### src/hdl/tpio_pkg.sv
package tpio_pkg;

    localparam logic [7:0] TPIO_OFF_PC_PINS  = 8'h00;
    localparam logic [7:0] TPIO_OFF_PC_LATCH = 8'h04;
    localparam logic [7:0] TPIO_OFF_PC_DIR   = 8'h08;
    localparam logic [7:0] TPIO_OFF_PD_PINS  = 8'h0C;
    localparam logic [7:0] TPIO_OFF_PD_LATCH = 8'h10;
    localparam logic [7:0] TPIO_OFF_PD_DIR   = 8'h14;
    localparam logic [7:0] TPIO_OFF_PE_PINS  = 8'h18;
    localparam logic [7:0] TPIO_OFF_PE_LATCH = 8'h1C;
    localparam logic [7:0] TPIO_OFF_PE_DIR   = 8'h20;
    localparam logic [7:0] TPIO_OFF_PE_ANSEL = 8'h24;
    localparam logic [7:0] TPIO_OFF_HP_IRQ   = 8'h28;

    localparam int TPIO_BIT_IBF  = 7;
    localparam int TPIO_BIT_OBF  = 6;
    localparam int TPIO_BIT_IN_OVERFLOW = 5;
    localparam int TPIO_BIT_HPEN = 4;

    localparam logic [7:0] TPIO_RST_DIR   = 8'hFF;
    localparam logic [7:0] TPIO_RST_LATCH = 8'h00;
    localparam logic [7:0] TPIO_RST_PEDIR = 8'h07;
    localparam logic [2:0] TPIO_RST_ANSEL = 3'h7;
    localparam logic [1:0] TPIO_SYNC_STAGES = 2'h2;

    typedef struct packed {
        logic [7:0] spi_data_out;
        logic [7:0] i2c_out;
        logic [7:0] uart_out;
        logic [7:0] en;
    } tpio_pc_periph_t;

    typedef struct packed {
        logic       dual_quad;
        logic       shutdown_tri;
        logic [2:0] en;
        logic [2:0] val;
    } tpio_pwm_t;

    typedef struct packed {
        logic [7:0] o;
        logic [7:0] oe;
    } tpio_pad8_t;

endpackage : tpio_pkg

### src/hdl/tpio_sync.sv
`timescale 1ns/10ps
`default_nettype none
module tpio_sync #(
    parameter int WIDTH = 8
) (
    input  wire logic             clk,
    input  wire logic             reset_n,
    input  wire logic [WIDTH-1:0] d,
    output logic      [WIDTH-1:0] q
);
    logic [WIDTH-1:0] meta_reg;
    logic [WIDTH-1:0] meta_next;
    logic [WIDTH-1:0] q_reg;
    logic [WIDTH-1:0] q_next;

    // first stage feeds only the second
    always_comb begin
        meta_next = d;
        q_next    = meta_reg;
    end

    always_ff @(posedge clk) begin
        if (!reset_n) begin
            meta_reg <= '0;
            q_reg    <= '0;
        end else begin
            meta_reg <= meta_next;
            q_reg    <= q_next;
        end
    end

    assign q = q_reg;
endmodule : tpio_sync
`default_nettype wire

### src/hdl/tpio_top.sv
`timescale 1ns/10ps
`default_nettype none
module tpio_top #(
    parameter bit REDUCED_PIN = 1'b0
) (
    input  wire logic                       clk,
    input  wire logic                       reset_n,
    input  wire logic                       psel,
    input  wire logic                       penable,
    input  wire logic                       pwrite,
    input  wire logic [7:0]                 paddr,
    input  wire logic [31:0]                pwdata,
    output logic      [31:0]                prdata,
    output logic                            pready,
    output logic                            pslverr,
    input  wire logic [7:0]                 pc_in,
    output tpio_pkg::tpio_pad8_t            pc_pad,
    input  wire tpio_pkg::tpio_pc_periph_t  pc_periph,
    input  wire logic [7:0]                 pd_in,
    output tpio_pkg::tpio_pad8_t            pd_pad,
    output logic                            pd_ttl_levels,
    input  wire tpio_pkg::tpio_pwm_t        pwm,
    input  wire logic [3:0]                 pe_in,
    output logic      [2:0]                 pe_out,
    output logic      [2:0]                 pe_oe,
    input  wire logic                       master_clear_enable,
    output logic                            master_clear_n,
    output logic                            host_port_irq_flag
);
    import tpio_pkg::*;

    logic [7:0] pc_pins, pd_pins;
    logic [3:0] pe_pins;
    logic [7:0] pc_out_latch_reg, pc_out_latch_next;
    logic [7:0] pc_direction_reg, pc_direction_next;
    logic [7:0] pd_out_latch_reg, pd_out_latch_next;
    logic [7:0] pd_direction_reg, pd_direction_next;
    logic [2:0] pe_out_latch_reg, pe_out_latch_next;
    logic [2:0] pe_dir_reg, pe_dir_next;
    logic [2:0] pe_ansel_reg, pe_ansel_next;
    logic       host_port_enable_reg, host_port_enable_next;
    logic       in_buffer_full_reg, in_buffer_full_next;
    logic       out_buffer_full_reg, out_buffer_full_next;
    logic       in_overflow_reg, in_overflow_next;
    logic       irq_reg, irq_next;
    logic       mclr_en_reg, mclr_en_next;
    logic       wr_act_reg, wr_act_next;
    logic       rd_act_reg, rd_act_next;
    logic [7:0] prdata_reg, prdata_next;
    logic       slverr_reg, slverr_next;
    logic       slave_on, wr_low, rd_low, wr_end, rd_end;
    logic       acc, wr, rd, pe_present;
    logic [7:0] pe_dir_view;
    logic       ack_reg, ack_next;

    tpio_sync #(.WIDTH(8)) u_sync_c (
        .clk(clk), .reset_n(reset_n), .d(pc_in), .q(pc_pins)
    );
    tpio_sync #(.WIDTH(8)) u_sync_d (
        .clk(clk), .reset_n(reset_n), .d(pd_in), .q(pd_pins)
    );
    // strobes share these two stages before any edge logic
    tpio_sync #(.WIDTH(4)) u_sync_e (
        .clk(clk), .reset_n(reset_n), .d(pe_in), .q(pe_pins)
    );

    function automatic logic [7:0] ext8(input logic [2:0] v);
        ext8 = {5'h00, v};
    endfunction : ext8

    // error is decided in the first access cycle so it stands with ready
    function automatic logic addr_mapped(input logic [7:0] a);
        case (a)
            TPIO_OFF_PC_PINS,
            TPIO_OFF_PC_LATCH,
            TPIO_OFF_PC_DIR,
            TPIO_OFF_PD_PINS,
            TPIO_OFF_PD_LATCH,
            TPIO_OFF_PD_DIR,
            TPIO_OFF_PE_PINS,
            TPIO_OFF_PE_LATCH,
            TPIO_OFF_PE_DIR,
            TPIO_OFF_PE_ANSEL,
            TPIO_OFF_HP_IRQ:   addr_mapped = 1'b1;
            default:           addr_mapped = 1'b0;
        endcase
    endfunction : addr_mapped

    // read data is registered in the first access cycle and stands in the ready cycle
    assign acc        = psel && penable;
    assign wr         = acc && pwrite && ack_reg;
    assign rd         = acc && !pwrite && !ack_reg;
    assign pe_present = !REDUCED_PIN || !mclr_en_reg;

    // dual/quad pwm forces the slave port off
    assign slave_on = host_port_enable_reg && !pwm.dual_quad && !REDUCED_PIN;
    // strobe decode on port E 0..2: read, write, select, all active low
    assign wr_low = slave_on && !pe_pins[2] && !pe_pins[1];
    assign rd_low = slave_on && !pe_pins[2] && !pe_pins[0];
    assign wr_end = wr_act_reg && !wr_low;
    assign rd_end = rd_act_reg && !rd_low;

    // bit 3 reads zero, bits 7..4 slave status and control
    assign pe_dir_view = {in_buffer_full_reg, out_buffer_full_reg, in_overflow_reg,
                          host_port_enable_reg, 1'b0, pe_dir_reg};

    always_comb begin
        pc_out_latch_next     = pc_out_latch_reg;
        pc_direction_next     = pc_direction_reg;
        pd_out_latch_next     = pd_out_latch_reg;
        pd_direction_next     = pd_direction_reg;
        pe_out_latch_next     = pe_out_latch_reg;
        pe_dir_next           = pe_dir_reg;
        pe_ansel_next         = pe_ansel_reg;
        host_port_enable_next = host_port_enable_reg;
        in_buffer_full_next   = in_buffer_full_reg;
        out_buffer_full_next  = out_buffer_full_reg;
        in_overflow_next      = in_overflow_reg;
        irq_next              = irq_reg;
        mclr_en_next          = master_clear_enable; // strap re-sampled every clock, pin 3 role
        wr_act_next           = wr_low;
        rd_act_next           = rd_low;
        prdata_next           = 8'h00;
        slverr_next           = acc && !ack_reg && !addr_mapped(paddr);

        if (wr) begin
            case (paddr)
                TPIO_OFF_PC_PINS, TPIO_OFF_PC_LATCH: pc_out_latch_next = pwdata[7:0];
                TPIO_OFF_PC_DIR:  pc_direction_next = pwdata[7:0];
                TPIO_OFF_PD_PINS, TPIO_OFF_PD_LATCH: begin
                    pd_out_latch_next    = pwdata[7:0];
                    out_buffer_full_next = !rd_low; // read in progress takes it at once
                end
                TPIO_OFF_PD_DIR:  pd_direction_next = pwdata[7:0];
                TPIO_OFF_PE_PINS, TPIO_OFF_PE_LATCH: pe_out_latch_next = pwdata[2:0];
                TPIO_OFF_PE_DIR: begin
                    // buffer-full flags are read-only; overflow only clears
                    pe_dir_next           = pwdata[2:0];
                    host_port_enable_next = pwdata[TPIO_BIT_HPEN];
                    if (!pwdata[TPIO_BIT_IN_OVERFLOW]) in_overflow_next = 1'b0;
                end
                TPIO_OFF_PE_ANSEL: pe_ansel_next = pwdata[2:0];
                TPIO_OFF_HP_IRQ:   if (pwdata[0]) irq_next = 1'b0;
                default:           slverr_next = 1'b1;
            endcase
        end else if (rd) begin
            case (paddr)
                TPIO_OFF_PC_PINS:  prdata_next = pc_pins;
                TPIO_OFF_PC_LATCH: prdata_next = pc_out_latch_reg;
                TPIO_OFF_PC_DIR:   prdata_next = pc_direction_reg;
                TPIO_OFF_PD_PINS: begin
                    // slave mode reads the shared latch holding the external word
                    prdata_next = slave_on ? pd_out_latch_reg : pd_pins;
                    if (slave_on) in_buffer_full_next = 1'b0;
                end
                TPIO_OFF_PD_LATCH: prdata_next = pd_out_latch_reg;
                TPIO_OFF_PD_DIR:   prdata_next = pd_direction_reg;
                // analog pins read as zero; pin 3 only without master clear
                TPIO_OFF_PE_PINS:  prdata_next = {4'h0, !mclr_en_reg && pe_pins[3],
                                      pe_present ? (pe_pins[2:0] & ~pe_ansel_reg) : 3'h0};
                TPIO_OFF_PE_LATCH: prdata_next = ext8(pe_out_latch_reg);
                TPIO_OFF_PE_DIR:   prdata_next = pe_dir_view;
                TPIO_OFF_PE_ANSEL: prdata_next = ext8(pe_ansel_reg);
                TPIO_OFF_HP_IRQ:   prdata_next = {7'h00, irq_reg};
                default:           slverr_next = 1'b1;
            endcase
        end

        // external write end: set wins over cpu clear
        if (wr_end) begin
            if (in_buffer_full_reg) in_overflow_next = 1'b1;
            in_buffer_full_next = 1'b1;
            irq_next            = 1'b1;
        end
        // external read start clears output-full; end raises irq
        if (rd_low && !rd_act_reg) out_buffer_full_next = 1'b0;
        if (rd_end) irq_next = 1'b1;
        if (!slave_on) begin
            wr_act_next = 1'b0;
            rd_act_next = 1'b0;
        end
    end

    // external write captures pins into the latch, direction ignored
    logic [7:0] pd_latch_final;
    assign pd_latch_final = (wr_low && !wr_act_reg) ? pd_latch_next_ext() : pd_out_latch_next;

    function automatic logic [7:0] pd_latch_next_ext();
        pd_latch_next_ext = pd_pins;
    endfunction : pd_latch_next_ext

    always_ff @(posedge clk) begin
        if (!reset_n) begin
            pc_out_latch_reg     <= TPIO_RST_LATCH;
            pc_direction_reg     <= TPIO_RST_DIR;
            pd_out_latch_reg     <= TPIO_RST_LATCH;
            pd_direction_reg     <= TPIO_RST_DIR; // all inputs
            pe_out_latch_reg     <= TPIO_RST_LATCH[2:0];
            pe_dir_reg           <= TPIO_RST_PEDIR[2:0];
            pe_ansel_reg         <= TPIO_RST_ANSEL;
            host_port_enable_reg <= 1'b0;
            in_buffer_full_reg   <= 1'b0;
            out_buffer_full_reg  <= 1'b0;
            in_overflow_reg      <= 1'b0;
            irq_reg              <= 1'b0;
            mclr_en_reg          <= master_clear_enable;
            wr_act_reg           <= 1'b0;
            rd_act_reg           <= 1'b0;
            prdata_reg           <= 8'h00;
            slverr_reg           <= 1'b0;
        end else begin
            pc_out_latch_reg     <= pc_out_latch_next;
            pc_direction_reg     <= pc_direction_next;
            pd_out_latch_reg     <= pd_latch_final;
            pd_direction_reg     <= pd_direction_next;
            pe_out_latch_reg     <= pe_out_latch_next;
            pe_dir_reg           <= pe_dir_next;
            pe_ansel_reg         <= pe_ansel_next;
            host_port_enable_reg <= host_port_enable_next;
            in_buffer_full_reg   <= in_buffer_full_next;
            out_buffer_full_reg  <= out_buffer_full_next;
            in_overflow_reg      <= in_overflow_next;
            irq_reg              <= irq_next;
            mclr_en_reg          <= mclr_en_next;
            wr_act_reg           <= wr_act_next;
            rd_act_reg           <= rd_act_next;
            prdata_reg           <= prdata_next;
            slverr_reg           <= slverr_next;
        end
    end

    // bus handshake: one wait state, so a write lands only at the ready edge
    // and the registered read data is valid while ready is high
    always_comb begin
        ack_next = acc && !ack_reg;
    end

    always_ff @(posedge clk) begin
        if (!reset_n) begin
            ack_reg <= 1'b0;
        end else begin
            ack_reg <= ack_next;
        end
    end

    // port C: serial outputs beat the latch and force the driver on
    always_comb begin
        for (int i = 0; i < 8; i++) begin
            pc_pad.o[i]  = pc_periph.en[i] ?
                           (pc_periph.spi_data_out[i] | pc_periph.i2c_out[i]
                            | pc_periph.uart_out[i]) : pc_out_latch_reg[i];
            pc_pad.oe[i] = pc_periph.en[i] || !pc_direction_reg[i];
        end
    end

    // port D: pwm first, then slave read, then direction
    always_comb begin
        for (int i = 0; i < 8; i++) begin
            pd_pad.o[i]  = pd_out_latch_reg[i];
            pd_pad.oe[i] = slave_on ? rd_low : !pd_direction_reg[i];
        end
        for (int j = 0; j < 3; j++) begin
            if (pwm.en[j]) begin
                pd_pad.o[j+5]  = pwm.val[j];
                pd_pad.oe[j+5] = !pwm.shutdown_tri;
            end
        end
    end

    assign pd_ttl_levels = slave_on;
    // direction still gates drivers in analog mode; strobes force input
    assign pe_out  = pe_out_latch_reg;
    assign pe_oe   = (pe_present && !slave_on) ? ~pe_dir_reg : 3'h0;
    assign master_clear_n = mclr_en_reg ? pe_pins[3] : 1'b1;
    assign host_port_irq_flag = irq_reg;
    assign prdata  = {24'h00_0000, prdata_reg};
    assign pready  = ack_reg;
    assign pslverr = slverr_reg & ack_reg;
endmodule : tpio_top
`default_nettype wire

### config.mk
export PLATFORM = sky130hd
export DESIGN_NAME = tpio_top
export DESIGN_NICKNAME = d
export VERILOG_FILES = /design/src/hdl/tpio_pkg.sv /design/src/hdl/tpio_sync.sv /design/src/hdl/tpio_top.sv
export SDC_FILE = /design/constraint.sdc
export NUM_CORES = 1
export LEC_CHECK = 0
export BUFFER_PORTS_ARGS = -buffer_cell sky130_fd_sc_hd__buf_2
export CORE_ASPECT_RATIO = 1.25
export CORE_MARGIN = 2
export CORE_UTILIZATION = 52
export CTS_CLUSTER_SIZE = 30
export DETAILED_ROUTE_END_ITERATION = 12
export PLACE_DENSITY = 0.85
export REMOVE_ABC_BUFFERS = 1
export SYNTH_ARGS = -nofsm -noshare
export SYNTH_HDL_FRONTEND = slang
export SYNTH_SLANG_ARGS = --single-unit
### constraint.sdc
create_clock -name clk -period 3.2 [get_ports clk]
set_input_delay 0.48 -clock clk [delete_from_list [all_inputs] [get_ports clk]]
set_output_delay 0.48 -clock clk [all_outputs]
set_load 0.03 [all_outputs]
==> run_results.csv, run 1 <==
group,metric,value,unit
die,initial_core_util,53.0,%
detailed_routing,firstDrtPassIters,4,
global_route,grt_pass1_vias,3781,
detailed_routing,wire_per_inst,17.3,µm
synth,yosysMostFrequentCell,"dfxtp_1",
worst_setup_path,r2r_end,"pd_out_latch_reg[3]",
detailed_routing,drt-initial-drc-count,251,
synth,synthFlopType,"dfxtp_1",
timing,finalClockSkew,11.7,ps
detailed_routing,drc,0,
clock_network,cts_setup_buffers,0,
power,p_per_area,434,nW/µm²
die,io_pins,181,
worst_setup_path,critical-path-top-delay-family,"buffers and inverters",
timing,tns,0,ps
clock_network,cts-root-buf,"clkbuf_8",
hold_path,whs_path_depth,1,
synth,synth-compound-area-share,11.0,%
worst_setup_path,r2r_start,"host_port_enable_reg",
clock_network,path_clk_slew,90,ps
outcome,status,"finished clean",
timing,max_freq,0.397,GHz
clock_network,numCtsBuffers,9,
worst_setup_path,endpoint_kind,"output port",
global_route,grt_max_degree,49,
clock_network,clk_latency,380,ps
finish,drive_gt1_share,28.1,%
worst_setup_path,crit_type,"reg2out",
power,p_leak,2.47,nW
die,die_area,9490,µm²
timing,rsz0062_at_grt,"false",
timing,hold_viol_final,0,
worst_setup_path,cpPeakStageDelay,330,ps
power,irDropWorstVdd,318,µV
worst_setup_path,critical_path_arrival,2040,ps
synth,async_flop_share,0,%
global_route,grt_use_total,26.8,%
timing,tightest_slew,789,ps
worst_setup_path,slowest_stage,"dfxtp_1",
worst_setup_path,cp_max_fo,15,
synth,synth_top_family_by_area,"simple AND/OR/NAND/NOR gates",
clock_network,htree_levels,3,
detailed_routing,wl,12.6,mm
clock_network,cts.sinks,99,
finish,fin_nets,732,
synth,synth_commonest_cells,"99 x dfxtp_1, 54 x mux2i_1, 43 x nand2_1",
finish,area_delta_synth_final,18.5,%
place,routabilityCongestion,0.941,
timing,max_slew_margin,47.2,%
synth,synth_cell_types,54,
global_route,grt_pass1_wl,19.1,mm
synth,syn_inst,502,
worst_setup_path,setup.worst_path.start_class,"register",
global_route,overflow,0,
finish,final_util,62.8,%
timing,setup_viol,0,
place,hpwl,9.08,mm
global_route,antenna_found_initial,0,
worst_setup_path,rrSetupSlack,1170,ps
worst_setup_path,path_cells,"nand2b_1 -> buf_4 -> inv_1 -> o21ai_0 -> nor2_1 -> a21oi_1 -> buf_2",
synth,yosysWarnings,0,
finish,antenna_cells,0,
timing,maxSlewViolCount,0,
synth,synth.cell_area,4540,µm²
synth,synth_edf_count,0,
synth,synth_area_per_cell,9.04,µm²
clock_network,clockBufferDepth,2,
synth,seq_area_frac_synth,43.7,%
synth,synth_seq_cells,99,
hold_path,min_to,"mclr_en_reg",
die,coreArea,8560,µm²
clock_network,ctsResizeCount,0,
clock_network,cts_tree,"done",
job,cap_violations,0,
synth,synth-simple-area-share,22.9,%
place,io_buffers,132,
synth,netlist.area_leader.share,43.7,%
hold_path,hp-start,"master_clear_enable",
die,die_w,87.5,µm
synth,synthAdderAreaFrac,0,%
synth,synth_xor_area_share,0,%
synth,synth_area_leaders,"dfxtp_1 44%, mux2i_1 12%, and2_1 5.7%",
synth,yosysTopAreaCell,"dfxtp_1",
detailed_routing,viasPerCell,5.64,
detailed_routing,ant_nets,0,
die,placementRows,38,
timing,fin_crit,2520,ps
worst_setup_path,crit_buf_inv,3,
die,die_h,108,µm
detailed_routing,vias,4120,
worst_setup_path,reg2reg_depth,6,
timing,finalCritPeriodShare,78.7,%
worst_setup_path,critPathRequiredTime,2720,ps
clock_network,hold_buffers,0,
hold_path,holdCritPathClass,"in2reg",
synth,synth_mux_area_share,14.7,%
==> layout make-up <==
type | count | area (µm²)
multi-input combinational | 366 | 2290
clock inverter | 6 | 63.8
fill | 757 | 3190
sequential | 99 | 1980
timing repair buffer | 146 | 766
tap | 100 | 125
clock buffer | 10 | 128
inverter | 4 | 15.0
==> routing by layer <==
metal  part of all wire [%]  wire length [µm]  track usage (%)  vias to the layer above
li1                       -                 -                -                     1941
met1                     41              5240             32.6                     1965
met2                     49              6210             44.9                      178
met3                    5.9               740             3.74                       36
met4                    3.5               447             14.8                        0
met5                      0                 0                0                        -
==> through the flow <==
step	cells	cell area (µm²)	power [mW]	worst slack, ps	hold slack (ps)
2_1_floorplan	469	4290	1.44	755	412
3_3_place_gp	715	5180	1.56	717	415
3_5_place_dp	715	5180	1.57	681	419
4_1_cts	731	5370	2.34	673	191
5_1_grt	731	5370	2.41	511	203
6_report	731	5370	2.33	681	208
==> layout by cell type (no fill, tap or decap), drive strengths merged, types with 5 or more instances in the layout <==
master and instances:
nor3 18, dfxtp 99, conb 24, mux2 7, clkbuf 10, o21ai 24
nand2 43, nor2b 5, a21oi 33, mux2i 54, and2 41, nand2b 12
a31oi 6, nor2 41, nand3 10, buf 146
==> how the worst max path moves through the flow <==
stage                         start                  end  slack (ps)  cells past startpoint
2_1_floorplan                pwm[7]            pd_pad[0]         750                      3
3_3_place_gp               paddr[3]  pd_out_latch_reg[2]         720                      7
3_5_place_dp               paddr[3]  pd_out_latch_reg[2]         680                      7
4_1_cts        host_port_enable_reg            pd_pad[7]         670                      7
5_1_grt        host_port_enable_reg            pd_pad[6]         510                      7
6_report       host_port_enable_reg            pd_pad[7]         680                      7
==> report_power, final <==
group | internal, mW | total [mW] | switching (mW)
combinational | 0.0971 | 0.277 | 0.180
clock | 0.361 | 0.789 | 0.428
sequential | 1.26 | 1.27 | 0.00900
==> cell families after synthesis <==
group / after synthesis
other cells: 1
flops: 99
buf+inv: 60
compound gates: 84
simple gates: 195
mux: 63
(Power assumes the default switching activity.)
==> inputs of run 2 (changes only) <==
Settings changed: ABC_AREA set to 1, CORE_UTILIZATION 52 to 44, PLACE_DENSITY 0.85 to 0.76.
Clock period 3.2 ns to 2.3 ns, I/O delays scaled along.
==> run 2 against run 1 <==
Net effect: combinational power increased by 26%; global-route usage decreased by 5.8 points; worst setup slack got worse by 330 ps; first-iteration DRC count increased by 55%; sequential share of layout area decreased by 2.1 points; final cell count increased by 34%; clock skew decreased by 4.2 ps; die area increased by 21%; highest routed layer unchanged.
==> run_results.csv, run 2 <==
group,metric,value,unit
clock_network,cts-root-buf,"clkbuf_16",
finish,final_cell_mix,"226 x nand2_1, 132 x buf_2, 99 x dfxtp_1",
clock_network,hold_buffers,0,
synth,synth_area_leaders,"dfxtp_1 42%, nand2_1 18%, nor2_1 7.0%",
place,hpwl,8.88,mm
synth,synthFlopType,"dfxtp_1",
finish,fin_cells,977,
finish,final_common_cell,"nand2_1",
timing,rsz0062_at_grt,"false",
die,initial_core_util,44.7,%
clock_network,clockBufferDepth,2,
detailed_routing,firstDrtPassIters,5,
timing,maxSlewViolCount,0,
die,placementRows,42,
die,die_h,119,µm
synth,yosysTopAreaCell,"dfxtp_1",
timing,tightest_slew,625,ps
synth,synth.cell_area,4690,µm²
synth,synth_cell_types,29,
synth,synth_area_per_cell,6.62,µm²
synth,syn_inst,709,
job,cap_violations,0,
timing,fin_crit,1950,ps
timing,setup_viol,0,
worst_setup_path,critPathRequiredTime,1960,ps
clock_network,cts_tree,"done",
finish,drive_gt1_share,22.8,%
detailed_routing,drt-initial-drc-count,389,
synth,yosysMostFrequentCell,"nand2_1",
power,p_per_area,644,nW/µm²
global_route,grt_pass1_wl,18.6,mm
synth,seq_area_frac_synth,42.2,%
clock_network,path_clk_slew,70,ps
global_route,grt-busiest-layer,"met2",
clock_network,cts_setup_buffers,0,
global_route,overflow,0,
outcome,status,"finished clean",
detailed_routing,wl,11.9,mm
detailed_routing,ant_nets,0,
finish,fin_nets,946,
global_route,grt_max_degree,66,
place,place_inst,961,
synth,synth_seq_cells,99,
synth,netlist.area_leader.share,42.2,%
detailed_routing,drc,0,
clock_network,htree_levels,3,
global_route,grtUsageMet2,34.9,%
timing,finalClockSkew,7.48,ps
global_route,grtUsageMet1,26.6,%
global_route,grt_use_total,21.0,%
synth,yosysWarnings,0,
worst_setup_path,setup.worst_path.start_class,"register",
worst_setup_path,rrSetupSlack,690,ps
hold_path,holdCritPathClass,"in2reg",
clock_network,clk_latency,350,ps
place,io_buffers,132,
detailed_routing,wire_per_inst,12.2,µm
timing,max_freq,0.513,GHz
timing,finalCritPeriodShare,84.7,%
timing,hold_viol_final,0,
timing,tns,0,ps
detailed_routing,viasPerCell,4.66,
global_route,met3_usage,3.10,%
clock_network,cts.sinks,99,
worst_setup_path,endpoint_kind,"output port",
power,p_leak,3.18,nW
global_route,antenna_found_initial,0,
worst_setup_path,critical_path_arrival,1600,ps
die,die_area,11500,µm²
clock_network,numCtsBuffers,9,
synth,async_flop_share,0,%
finish,antenna_cells,0,
worst_setup_path,crit_type,"reg2out",
detailed_routing,vias,4551,
clock_network,ctsResizeCount,0,
die,die_w,96.4,µm
finish,area_delta_synth_final,21.4,%
synth,synth_commonest_cells,"226 x nand2_1, 99 x dfxtp_1, 87 x nor2_1",
die,io_pins,181,
timing,max_slew_margin,58.3,%
die,coreArea,10500,µm²
global_route,grt_pass1_vias,3911,
power,irDropWorstVdd,359,µV
worst_setup_path,cp_max_fo,14,
place,routabilityCongestion,0.916,
synth,synth_edf_count,0,
run 2: report_power, final:
part           total, mW  switching [mW]  internal, mW
sequential          1.76          0.0140          1.75
combinational      0.350           0.241         0.108
clock               1.56           0.672         0.883
run 2: cell type report:
type / instances / area (µm²)
clock buffer: 10 / 239
sequential: 99 / 1980
fill: 1084 / 4810
timing repair buffer: 139 / 713
clock inverter: 6 / 73.8
inverter: 96 / 363
multi-input combinational: 495 / 2160
tap: 132 / 165
run 2: per-layer routing:
layer | wire length (µm) | up-vias
met5 | 0 | -
met4 | 269 | 0
met3 | 903 | 20
met2 | 5760 | 183
met1 | 4960 | 1965
li1 | - | 2383
run 2: per-stage QoR:
step                      cell area, µm²  hold slack (ps)  setup slack (ps)  total power [mW]  util, %
after global placement              5390              392               537              2.15     51.2
final                               5700             96.0               352              3.67     54.2
after floorplan                     4510              373               528              2.00        -
after CTS                           5700             93.1               365              3.69     54.2
after detailed placement            5390              396               527              2.15     51.2
after global routing                5700             94.1               262              3.80     54.2
run 2: cells by family after synthesis:
logic type,synth area share (%)
AND/OR/NAND/NOR,37.7
AO/OA/AOI/OAI,6.43
buffers and inverters,13.5
flip-flops,42.2
other,0.0799
run 2: worst max-delay path, cell delays in order (launching register included):
cell and delay (ps):
dfxtp_1 380, inv_1 80, nor2_2 170, buf_4 230, o21ai_0 150, buf_2 220
run 2: path summary, 6_finish.rpt:
path / startpoint / end / cells after the start
setup / recovery: host_port_enable_reg / pd_pad[2] / 5
hold / removal: master_clear_enable / mclr_en_reg / 1
setup reg to reg: pready / in_overflow_reg / 5
hold reg to reg: u_sync_d.meta_reg[4] / u_sync_d.q[4] / 2
